<file path="config.mk">
export PLATFORM = sky130hd
export DESIGN_NAME = pichst_host
export DESIGN_NICKNAME = d
export VERILOG_FILES = /design/src/core/pichst_host.v
export VERILOG_INCLUDE_DIRS = /design/src /design/src/core
export SDC_FILE = /design/constraint.sdc
export NUM_CORES = 1
export LEC_CHECK = 0
export ABC_CLOCK_PERIOD_IN_PS = 3900
export BUFFER_PORTS_ARGS = -buffer_cell sky130_fd_sc_hd__buf_2
export CORE_MARGIN = 4
export CORE_UTILIZATION = 57
export CTS_CLUSTER_DIAMETER = 50
export CTS_CLUSTER_SIZE = 10
export DETAILED_ROUTE_END_ITERATION = 16
export PLACE_DENSITY = 0.85
export SLEW_MARGIN = 20
export SYNTH_ARGS = -nofsm -noshare
export SYNTH_HDL_FRONTEND = slang
export SYNTH_SLANG_ARGS = --single-unit
</file>
<file path="constraint.sdc">
create_clock -name clk_sys -period 3.9 [get_ports clk_sys]
set_clock_uncertainty 0.05 [all_clocks]
set_input_delay 0.78 -clock clk_sys [delete_from_list [all_inputs] [get_ports clk_sys]]
set_output_delay 0.78 -clock clk_sys [all_outputs]
set_load 0.01 [all_outputs]
</file>
<file path="src/core/pichst_defines.vh">
// Purpose: constants for the interrupt-controller host driver
// Assumes: clk_sys at 125 MHz
// Notes:   offsets are byte addresses of the AXI4-Lite registers
`ifndef PICHST_DEFINES_VH
`define PICHST_DEFINES_VH

`define PICHST_OFF_CMD      4'h0
`define PICHST_OFF_STATUS   4'h4
`define PICHST_OFF_RDATA    4'h8
`define PICHST_OFF_VECTOR   4'hC

`define PICHST_OP_WRITE     2'h0
`define PICHST_OP_READ      2'h1
`define PICHST_OP_ACK       2'h2

`define PICHST_CMD_DATA_LSB 0
`define PICHST_CMD_SEL_BIT  8
`define PICHST_CMD_OP_LSB   16
`define PICHST_CMD_MODE_BIT 20

`define PICHST_CALL_OPCODE  8'hCD

// Strobe width in ns and in cycles, a least time rounded up
`define PICHST_STROBE_NS    420
`define PICHST_STROBE_CYC   ((`PICHST_STROBE_NS * 125 + 999) / 1000)
// Gap after a strobe in ns and in cycles
`define PICHST_GAP_NS       190
`define PICHST_GAP_CYC      ((`PICHST_GAP_NS * 125 + 999) / 1000)
`define PICHST_CNT_W        7

`endif

</file>
<file path="src/core/pichst_host.v">
// Purpose: host-side driver of an eight-level vectored interrupt controller
// Assumes: device pins are asynchronous; orders arrive over AXI4-Lite
// Notes:   one pin cycle at a time; status polled by software
`timescale 1ns/1ps
`include "pichst_defines.vh"

module pichst_host
(
    input  wire        clk_sys,
    input  wire        reset,
    input  wire [3:0]  s_axi_awaddr,
    input  wire        s_axi_awvalid,
    output wire        s_axi_awready,
    input  wire [31:0] s_axi_wdata,
    input  wire [3:0]  s_axi_wstrb,
    input  wire        s_axi_wvalid,
    output wire        s_axi_wready,
    output reg  [1:0]  s_axi_bresp,
    output reg         s_axi_bvalid,
    input  wire        s_axi_bready,
    input  wire [3:0]  s_axi_araddr,
    input  wire        s_axi_arvalid,
    output wire        s_axi_arready,
    output reg  [31:0] s_axi_rdata,
    output reg  [1:0]  s_axi_rresp,
    output reg         s_axi_rvalid,
    input  wire        s_axi_rready,
    output reg         chip_select_n,
    output reg         write_n,
    output reg         read_n,
    output reg         irq_acknowledge_n,
    output reg         word_select,
    input  wire [7:0]  host_data_bus_in,
    output reg  [7:0]  host_data_bus_out,
    output reg         host_data_bus_oe_n,
    input  wire        device_irq
);

    // ----------------------------------------
    // Pin synchronisers
    // ----------------------------------------
    reg [7:0] data_meta;
    reg [7:0] data_sync;
    reg       irq_meta;
    reg       irq_sync;

    always @(posedge clk_sys)
    begin
        data_meta <= host_data_bus_in;
        data_sync <= data_meta;
        irq_meta  <= device_irq;
        irq_sync  <= irq_meta;
    end

    // ----------------------------------------
    // Sequencer state
    // ----------------------------------------
    localparam ST_IDLE   = 2'h0;
    localparam ST_STROBE = 2'h1;
    localparam ST_GAP    = 2'h2;

    reg [1:0]              state;
    reg [`PICHST_CNT_W-1:0] count;
    reg [1:0]              op;
    reg                    mode16;
    reg [1:0]              ack_idx;
    reg [7:0]              read_byte;
    reg [23:0]             vector_bytes;
    reg                    busy;
    reg                    cmd_error;

    // Timing counts cut to the counter width on purpose
    wire [31:0]              strobe_cyc_full = `PICHST_STROBE_CYC;
    wire [31:0]              gap_cyc_full    = `PICHST_GAP_CYC;
    wire [`PICHST_CNT_W-1:0] strobe_cyc      = strobe_cyc_full[`PICHST_CNT_W-1:0];
    wire [`PICHST_CNT_W-1:0] gap_cyc         = gap_cyc_full[`PICHST_CNT_W-1:0];

    // ----------------------------------------
    // AXI4-Lite slave
    // ----------------------------------------
    wire wr_fire = s_axi_awvalid && s_axi_wvalid && !s_axi_bvalid;
    wire cmd_hit = wr_fire && (s_axi_awaddr == `PICHST_OFF_CMD);
    wire start   = cmd_hit && !busy;

    // Address and data are taken together, so neither is accepted without the other
    assign s_axi_awready = wr_fire;
    assign s_axi_wready  = wr_fire;
    assign s_axi_arready = s_axi_arvalid && !s_axi_rvalid;

    always @(posedge clk_sys)
    begin
        if (reset)
        begin
            s_axi_bvalid <= 1'b0;
            s_axi_bresp  <= 2'h0;
            s_axi_rvalid <= 1'b0;
            s_axi_rresp  <= 2'h0;
            s_axi_rdata  <= 32'h00000000;
        end
        else
        begin
            if (wr_fire)
            begin
                s_axi_bvalid <= 1'b1;
                // Busy or unmapped writes answer slave error
                s_axi_bresp  <= (start && s_axi_wdata[`PICHST_CMD_OP_LSB+1:`PICHST_CMD_OP_LSB]
                                 != 2'h3) ? 2'h0 : 2'h2;
            end
            else if (s_axi_bready)
                s_axi_bvalid <= 1'b0;
            if (s_axi_arvalid && !s_axi_rvalid)
            begin
                s_axi_rvalid <= 1'b1;
                s_axi_rresp  <= 2'h0;
                case (s_axi_araddr)
                    `PICHST_OFF_STATUS: s_axi_rdata <= {29'h0, cmd_error, irq_sync, busy};
                    `PICHST_OFF_RDATA:  s_axi_rdata <= {24'h0, read_byte};
                    `PICHST_OFF_VECTOR: s_axi_rdata <= {8'h0, vector_bytes};
                    default:
                    begin
                        s_axi_rdata <= 32'h00000000;
                        s_axi_rresp <= 2'h2;
                    end
                endcase
            end
            else if (s_axi_rready)
                s_axi_rvalid <= 1'b0;
        end
    end

    // ----------------------------------------
    // Pin cycle engine
    // ----------------------------------------
    // Acknowledge pulses per sequence: three in 8-bit mode, two in 16-bit
    wire [1:0] ack_last = mode16 ? 2'h1 : 2'h2;

    always @(posedge clk_sys)
    begin
        if (reset)
        begin
            state              <= ST_IDLE;
            count              <= {`PICHST_CNT_W{1'b0}};
            op                 <= 2'h0;
            mode16             <= 1'b0;
            ack_idx            <= 2'h0;
            read_byte          <= 8'h00;
            vector_bytes       <= 24'h000000;
            busy               <= 1'b0;
            cmd_error          <= 1'b0;
            chip_select_n      <= 1'b1;
            write_n            <= 1'b1;
            read_n             <= 1'b1;
            irq_acknowledge_n  <= 1'b1;
            word_select        <= 1'b0;
            host_data_bus_out  <= 8'h00;
            host_data_bus_oe_n <= 1'b1;
        end
        else
        begin
            case (state)
                ST_IDLE:
                begin
                    if (start)
                    begin
                        op        <= s_axi_wdata[`PICHST_CMD_OP_LSB+1:`PICHST_CMD_OP_LSB];
                        mode16    <= s_axi_wdata[`PICHST_CMD_MODE_BIT];
                        ack_idx   <= 2'h0;
                        cmd_error <= 1'b0;
                        count     <= strobe_cyc;
                        case (s_axi_wdata[`PICHST_CMD_OP_LSB+1:`PICHST_CMD_OP_LSB])
                            `PICHST_OP_WRITE:
                            begin
                                busy               <= 1'b1;
                                state              <= ST_STROBE;
                                chip_select_n      <= 1'b0;
                                write_n            <= 1'b0;
                                word_select        <= s_axi_wdata[`PICHST_CMD_SEL_BIT];
                                host_data_bus_out  <= s_axi_wdata[7:0];
                                host_data_bus_oe_n <= 1'b0;
                            end
                            `PICHST_OP_READ:
                            begin
                                busy          <= 1'b1;
                                state         <= ST_STROBE;
                                chip_select_n <= 1'b0;
                                read_n        <= 1'b0;
                                word_select   <= s_axi_wdata[`PICHST_CMD_SEL_BIT];
                            end
                            `PICHST_OP_ACK:
                            begin
                                busy              <= 1'b1;
                                state             <= ST_STROBE;
                                vector_bytes      <= 24'h000000;
                                irq_acknowledge_n <= 1'b0;
                            end
                            default:
                                cmd_error <= 1'b1;
                        endcase
                    end
                end
                ST_STROBE:
                begin
                    if (count != {`PICHST_CNT_W{1'b0}})
                        count <= count - 1'b1;
                    else
                    begin
                        if (op == `PICHST_OP_READ)
                            read_byte <= data_sync;
                        if (op == `PICHST_OP_ACK)
                        begin
                            case (ack_idx)
                                2'h0:    vector_bytes[7:0]   <= mode16 ? 8'h00 : data_sync;
                                2'h1:    vector_bytes[15:8]  <= data_sync;
                                default: vector_bytes[23:16] <= data_sync;
                            endcase
                            if (!mode16 && ack_idx == 2'h0 && data_sync != `PICHST_CALL_OPCODE)
                                cmd_error <= 1'b1;
                        end
                        // Data released one cycle after strobe end, in ST_GAP, keeps write hold time
                        chip_select_n     <= 1'b1;
                        write_n           <= 1'b1;
                        read_n            <= 1'b1;
                        irq_acknowledge_n <= 1'b1;
                        count             <= gap_cyc;
                        state             <= ST_GAP;
                    end
                end
                ST_GAP:
                begin
                    host_data_bus_oe_n <= 1'b1;
                    if (count != {`PICHST_CNT_W{1'b0}})
                        count <= count - 1'b1;
                    else if (op == `PICHST_OP_ACK && ack_idx != ack_last)
                    begin
                        ack_idx           <= ack_idx + 2'h1;
                        irq_acknowledge_n <= 1'b0;
                        count             <= strobe_cyc;
                        state             <= ST_STROBE;
                    end
                    else
                    begin
                        busy  <= 1'b0;
                        state <= ST_IDLE;
                    end
                end
                default:
                    state <= ST_IDLE;
            endcase
        end
    end

endmodule

</file>
==> results of run 1 <==
==> path summary, 6_finish.rpt <==
check / to / from / depth (start not counted)
hold reg to reg: data_sync[7] / data_meta[7] / 0
setup reg to reg: vector_bytes[5] / state[1] / 5
setup / recovery: vector_bytes[5] / state[1] / 5
hold / removal: data_sync[7] / data_meta[7] / 0
==> per-stage QoR <==
step           total power, W  hold slack, ns
3_3_place_gp          0.00134           0.262
6_report              0.00200           0.286
2_1_floorplan         0.00129           0.260
5_1_grt               0.00208           0.295
4_1_cts               0.00201           0.287
3_5_place_dp          0.00135           0.262
==> sequential cells by signal (all words and copies together) (netlist names), 2 cells and up <==
register / cells
ack_idx: 2
op: 2
s_axi_rdata: 24
state: 2
data_sync: 8
read_byte: 8
host_data_bus_out: 8
data_meta: 8
vector_bytes: 24
count: 7
==> Yosys cell counts, drive strengths merged, types with 2 or more instances <==
library cell | n | area share [%]
xnor2 | 2 | 0.38
nor3b | 2 | 0.33
inv | 14 | 1.2
clkbuf | 21 | 1.7
nand3 | 5 | 0.82
or2 | 5 | 0.69
nor2b | 5 | 0.69
or3b | 2 | 0.38
a31o | 5 | 0.96
a211o | 3 | 0.58
a21oi | 39 | 4.3
buf | 18 | 2.8
nand4 | 4 | 0.69
a311oi | 3 | 0.58
mux2i | 37 | 8.1
nand3b | 2 | 0.33
or3 | 2 | 0.27
a31oi | 2 | 0.27
nand2b | 7 | 0.96
o2111ai | 2 | 0.38
nand4b | 2 | 0.38
nor2 | 61 | 5.0
nor4 | 2 | 0.41
dfxtp | 108 | 47
a2111o | 2 | 0.49
o211ai | 2 | 0.33
o21ai | 18 | 2.0
a22oi | 20 | 3.3
nor3 | 17 | 1.9
a21o | 2 | 0.33
nand2 | 66 | 5.4
a211oi | 3 | 0.60
ha | 8 | 2.2
==> final cells by class <==
cell class | count | area share [%]
multi-input combinational | 356 | 42.2
sequential | 108 | 42.0
timing repair buffer | 84 | 8.36
clock buffer | 10 | 2.67
tap | 102 | 2.48
clock inverter | 6 | 1.26
inverter | 14 | 1.02
==> critical path, cell delays in order, from the launching register on <==
cell and delay (ns):
sky130_fd_sc_hd__dfxtp_1 0.35, sky130_fd_sc_hd__inv_1 0.10, sky130_fd_sc_hd__ha_1 0.79, sky130_fd_sc_hd__inv_1 0.31, sky130_fd_sc_hd__o21bai_1 0.88, sky130_fd_sc_hd__mux2i_1 0.29
==> layer usage <==
| metal | routed length, um | GRT usage, % |
|---|---|---|
| met1 | 4470 | 28.2 |
| met2 | 4760 | 34.6 |
| met3 | 789 | 4.88 |
| met4 | 189 | 7.77 |
| met5 | 0 | 0 |
==> power breakdown <==
group	internal, W	switching [W]
clock network	0.000270	0.000407
registers	0.00112	0.0000166
logic	0.0000639	0.000121
==> cell families after synthesis <==
| kind of cell | share of synthesized area [%] |
|---|---|
| compound gates | 16.4 |
| xor+xnor | 0.577 |
| fa+ha+maj | 2.20 |
| buf+inv | 5.66 |
| flops | 47.4 |
| mux | 8.13 |
| other cells | 0.0823 |
| simple gates | 19.5 |
==> results list, run 1 <==
- After detailed routing, the number of remaining DRC violations is 0.
- Placed wire-length estimate after detailed placement: 7.29 mm
- Drt pass-1 iters: 5
* Count of unique library cells instantiated by Yosys: 60
- Number of diodes added for antenna fixing: 0
- The clock drives 108 sinks.
- Gates resized, CTS repair: 0
- During I/O placement, the number of pins put on the boundary was 115.
- Worst hold path type: reg -> reg
* Synth Flop Type: sky130_fd_sc_hd__dfxtp_1
- Of all nets on the critical path, the largest fanout is 26.
- The core region is 7770 um2.
* Number of pins with negative max-slew slack in the final report: 0
- CTS tree: built
- The floorplan has 32 rows.
- Critical path class: reg -> reg
* Post-CTS setup buffer count: 0
- Post-detailed-placement cell area: between 4000 and 5000 um2
* Max transition margin: between 30% and 40%
- Leakage power figure: around 2.2 nW
* Total power density per cell area: 389 nW/um2
- Count of input and output buffers: 80
* Worst slack at placement: 1.12 ns
* Clock-pin transition on the worst setup and hold timing paths: approximately 0.11 ns
- Global routing consumed, over all layers together, between 20 and 25% of the routing resources.
- The finished cells cover 5150 um2.
- Final hold vios: 0
- After routing, the total negative slack on setup checks comes to 0 ns.
- Layout filler cell count: ~630
- The post-route netlist has 19.9% of its cells at a drive strength greater than 1.
* Total of hold buffers inserted after clock tree synthesis: 0
- Leaving out fill and tap cells, the most frequent cell in the layout is sky130_fd_sc_hd__dfxtp_1.
- Across all register-to-register paths, the minimum setup slack is 1.05 ns.
* Initial core utilization: around three fifths
* Root buffer cell: sky130_fd_sc_hd__clkbuf_8
- Sequential standard cell area: 2160 um2
* Max rail drop VDD: 0.324 mV
- Mean number of vias per cell: 5.66
- STA classifies the critical path endpoint as a flop.
* RSZ-0062 raised after global routing: no
- For the pin with the worst max-slew slack, the measured transition is 1.00 ns.
* Total overflow reported by the global router: 0
- The top cell types in the final layout, fill and taps aside, are sky130_fd_sc_hd__dfxtp_1, sky130_fd_sc_hd__buf_2, sky130_fd_sc_hd__nand2_1.
- Number of synthesized flops with an enable pin: 0
- Of the available clock period, the critical path in the final layout requires 73.2%.
- The die is 97.4 um wide.
* Outcome: finished clean
- Timing would allow up to around 350 MHz.
- Floorplan die height: 97.4 um
- Remaining antenna violation count: 0
* Number of design-rule violations left by the first detailed-router iteration: 259
- Data on the critical path is required at its endpoint by 4.15 ns.
- Area added between synthesis and finish: 12.9%
* Wire length per cell after detailed routing: 15.0 um
- For the worst-skew pair, the clock arrives at the later sink with an insertion delay of 0.37 ns.
- Counting along the longest clock path gives a buffer depth of 2.
* Number of instances in the placed design: 664
- Via count of the first global-routing pass: around 3700
- H-tree levels: 3
- Across all setup checks in the final design, the least slack found is between 1 and 1.5 ns.
- Max-capacitance violation count: 0
- Num CTS Buffers: 9
* Critical path launch point type: flop
- Vias after detailed routing: between 3000 and 4000
- Post-synthesis cell area: around 4600 um2
- Core utilization of the finished layout: 66.3%
- Setup violations remaining at the end of the flow were counted as 0.
- Fraction of registers with async set/reset: 0%
- Entering global routing, the biggest net connects 46 pins.
- The initial antenna violation count was 0.
- After layout, the minimum clock period comes to 2.85 ns.
- In the final design database the tool counted 641 nets.
* YS warnings: 0
* Gate count after technology mapping: 508
* Sequential element share of the synthesized area: a little under half
* Non-filler cells in the finished layout: just under 700
- Post-detailed-routing wire length: approximately 10 mm
* Arrival time at the worst endpoint: approximately 3.1 ns
* Multi-input gate area in the final layout: approximately 2200 um2
* Die outline area: between 9000 and 10000 um2
* Global-route wire length before repair: 17.2 mm
* Routability-driven placement congestion ratio: 0.872
- In this run the mean area of a mapped cell was 8.97 um2.
- After synthesis the netlist holds a flip-flop and latch count of about 110.
Power figures use the tool's default switching activity.
==> inputs of run 2 (changes only) <==
--- a/config.mk
+++ b/config.mk
@@ -6,14 +6,14 @@
 export SDC_FILE = /design/constraint.sdc
 export NUM_CORES = 1
 export LEC_CHECK = 0
-export ABC_CLOCK_PERIOD_IN_PS = 3900
+export ABC_CLOCK_PERIOD_IN_PS = 2900
 export BUFFER_PORTS_ARGS = -buffer_cell sky130_fd_sc_hd__buf_2
 export CORE_MARGIN = 4
-export CORE_UTILIZATION = 57
+export CORE_UTILIZATION = 53
 export CTS_CLUSTER_DIAMETER = 50
 export CTS_CLUSTER_SIZE = 10
 export DETAILED_ROUTE_END_ITERATION = 16
-export PLACE_DENSITY = 0.85
+export PLACE_DENSITY = 0.8
 export SLEW_MARGIN = 20
 export SYNTH_ARGS = -nofsm -noshare
 export SYNTH_HDL_FRONTEND = slang
==> constraint.sdc (replaced) <==
create_clock -name clk_sys -period 2.9 [get_ports clk_sys]
set_clock_uncertainty 0.05 [all_clocks]
set_input_delay 0.58 -clock clk_sys [delete_from_list [all_inputs] [get_ports clk_sys]]
set_output_delay 0.58 -clock clk_sys [all_outputs]
set_load 0.01 [all_outputs]
==> run 2 against run 1 <==
Critical path depth increased by 2. Die area increased by 6.9%. First-iteration DRC count increased by 29%. Utilization decreased by 3.6 points. Cell count increased by 1.5%. Global-route usage decreased by 0.55 points. Highest routed layer unchanged. Total power increased by 34%. Largest cell class unchanged. Non-clock buffer count increased by 7. Via count increased by 0.44%. Critical path type unchanged. Clock power increased by 33%.
==> results list, run 2 (synthesis gave the netlist of run 1 again) <==
* Top flop regs: s_axi_rdata (24), vector_bytes (24) (unchanged)
* Terminus of the critical flop-to-flop path: read_byte[3] (was vector_bytes[5])
- Final hold vios: 0 (unchanged)
- The number of buffers added to fix hold violations after cts was 0 (unchanged).
- The clock-pin slew on the worst setup and hold paths is 0.11 ns (about the same).
* Most frequent CP cell: sky130_fd_sc_hd__nor2_1 (was sky130_fd_sc_hd__inv_1)
- The type of the setup path with the least slack was reg -> reg (unchanged).
- The count of max-cap constraint violations was 0 (unchanged).
- Outcome: finished clean (unchanged).
* Number of stages on the worst hold path: 1 (was 0)
- Nets@finish: 648 (was 641)
* Tightest Pin Transition: 0.664 ns (was 1.00 ns)
- Arrival time at the worst endpoint: 2.69 ns (was 3.10 ns)
- Non-filler cells in the finished layout: 690 (was 680)
- Pin count of the biggest net entering global routing: 31 (was 46)
- The antenna diode count was 0 (unchanged).
- The area growth from synthesis to layout was 14.1% (was 12.9%).
* Worst Hold Path EP: data_meta[5] (was data_sync[7])
- Most used cells in the layout excluding fill and tap cells: sky130_fd_sc_hd__dfxtp_1, sky130_fd_sc_hd__buf_2, sky130_fd_sc_hd__nand2_1 (unchanged).
- The first-pass GRT wire length came to 17.0 mm (was 17.2 mm).
* Drt pass-1 iters: 5 (unchanged)
- Leakage power figure: 2.26 nW (was 2.22 nW)
* FF-to-FF Start: count[0] (was state[1])
- Most frequent standard cell in the layout excluding fill and tap cells: sky130_fd_sc_hd__dfxtp_1 (unchanged)
* Max rail drop VDD: 0.287 mV (was 0.324 mV)
- The internal reg-to-reg setup slack is 0.43 ns (was 1.05 ns).
- The count of cells resized by post-cts repair was 0 (unchanged).
* Worst hold start: host_data_bus_in[5] (was data_meta[7])
- Clock latency at the later pin of the worst-skew pair: 0.38 ns (was 0.37 ns)
- The instance count after placement with tap cells included is 674 (was 664).
* Critical path launch point type: flop (unchanged)
- The number of global-route vias before repair was 3712 (was 3679).
- Top-level port count: 115 (unchanged)
- The total number of H-tree levels is 3 (unchanged).
- Critical path required time: 3.12 ns (was 4.15 ns)
* Total Neg Setup Slack: 0 ns (unchanged)
- Total power density per cell area: 517 nW/um2 (was 389 nW/um2)
- Initial core utilization: 54.9% (was 58.7%)
- The maximum fanout encountered on the critical timing path is 8 (was 26).
- Number of core rows: 33 (was 32)
- Wire length per cell after detailed routing: 15.1 um (was 15.0 um)
- Final worst path period need: 2.47 ns (was 2.85 ns)
* Total overflow reported by the global router: 0 (unchanged)
- Max transition margin: 55.8% (was 32.9%)
* Num CTS Buffers: 9 (unchanged)
* Aggregate global-route resource usage: 20.9% (was 21.4%)
* Placeable Area: 8300 um2 (was 7770 um2)
- The horizontal die dimension came to 101 um (was 97.4 um).
- Slowest stage delay, CP: 0.53 ns (was 0.88 ns)
* Die outline area: 10100 um2 (was 9490 um2)
* Count of input and output buffers: 80 (unchanged)
* Post-detailed-routing wire length: 10.4 mm (was 10.2 mm)
- The clock sink count is 108 (unchanged).
* Setup Viol. Count Final: 0 (unchanged)
- The half-perimeter wire length after placement is 7.65 mm (was 7.29 mm).
* Cell-by-cell listing of the critical path: inv_1 > ha_1 > or3b_2 > nor2_1 > nand4b_1 > mux2i_1 > nor2_1 (was inv_1 > ha_1 > inv_1 > o21bai_1 > mux2i_1)
* Layout cells sized above 1: 20.9% (was 19.9%)
- The kind of end point of the critical path was a flop (unchanged).
* Number of pins with negative max-slew slack in the final report: 0 (unchanged)
- Remaining antenna violation count: 0 (unchanged)
- Initial antenna violation count: 0 (unchanged)
* Routability-driven placement congestion ratio: 0.916 (was 0.872)
* R2R depth: 7 (was 5)
- Detailed-route DRC error count: 0 (unchanged)
* CTS tree: built (unchanged)
- The via count of the routed design came to 3867 (was 3850).
* Mean number of vias per cell: 5.60 (was 5.66)
* Root buffer cell: sky130_fd_sc_hd__clkbuf_8 (unchanged)
- The cell with the largest stage delay on the worst path is sky130_fd_sc_hd__nand4b_1 (was sky130_fd_sc_hd__o21bai_1).
- The vertical extent of the die came to 101 um (was 97.4 um).
- Number of design-rule violations left by the first detailed-router iteration: 335 (was 259)
- The final worst-path cycle share came to 85.3% (was 73.2%).
- Fmax: 404 MHz (was 350 MHz)
- The maximum clock path buffer count was 2 (unchanged).
* RSZ-0062 raised after global routing: no (unchanged)
- Post-CTS setup buffer count: 0 (unchanged)
- Worst hold path type: in -> reg (was reg -> reg)
-- run 2: worst max-delay path by stage --
stage                             endpoint       startpoint  cells after the start  slack, ns
after floorplan                 ack_idx[1]         count[0]                      7       0.76
after global placement            count[1]  s_axi_awaddr[1]                      6       0.56
after detailed placement          count[1]  s_axi_awaddr[1]                      6       0.44
after CTS                 vector_bytes[16]         state[1]                      7       0.45
after global routing      vector_bytes[18]         state[1]                      7       0.25
final                         read_byte[3]         count[0]                      7       0.43
-- run 2: power by group --
group	internal (W)	switching, W
sequential	0.00151	0.0000220
combinational	0.0000918	0.000165
clock	0.000360	0.000539
total	0.00196	0.000726
-- run 2: layer usage --
metal  vias up  track usage (%)  share of wire, %
li1       1897                -                 -
met3        23             4.71               8.0
met5         -                0                 0
met2       164             33.5                46
met4         0             8.29               2.1
met1      1783             27.3                44
-- run 2: layout make-up --
class | instances | area (um2)
multi-input combinational | 356 | 2170
sequential | 108 | 2160
timing repair buffer | 91 | 483
clock inverter | 6 | 62.6
clock buffer | 10 | 138
tap | 105 | 131
fill | 706 | 3100
inverter | 14 | 52.6
-- run 2: per-stage QoR --
stage	utilization (%)	total power, W	hold WS [ns]	instance area, um2	setup WS [ns]
final	62.7	0.00269	0.240	5200	0.426
after global routing	62.7	0.00280	0.214	5200	0.254
after CTS	62.7	0.00270	0.233	5200	0.447
after detailed placement	60.2	0.00182	0.263	5000	0.444
after global placement	60.2	0.00181	0.261	5000	0.556
after floorplan	-	0.00174	0.260	4590	0.765
-- run 2: worst max-delay path, delay by kind of cell (launching register included) --
family,cells,cell delay [ns]
AND/OR/NAND/NOR,4,1.30
multiplexers,1,0.37
flip-flops,1,0.35
adder cells (fa/ha/maj),1,0.18
buffers and inverters,1,0.12
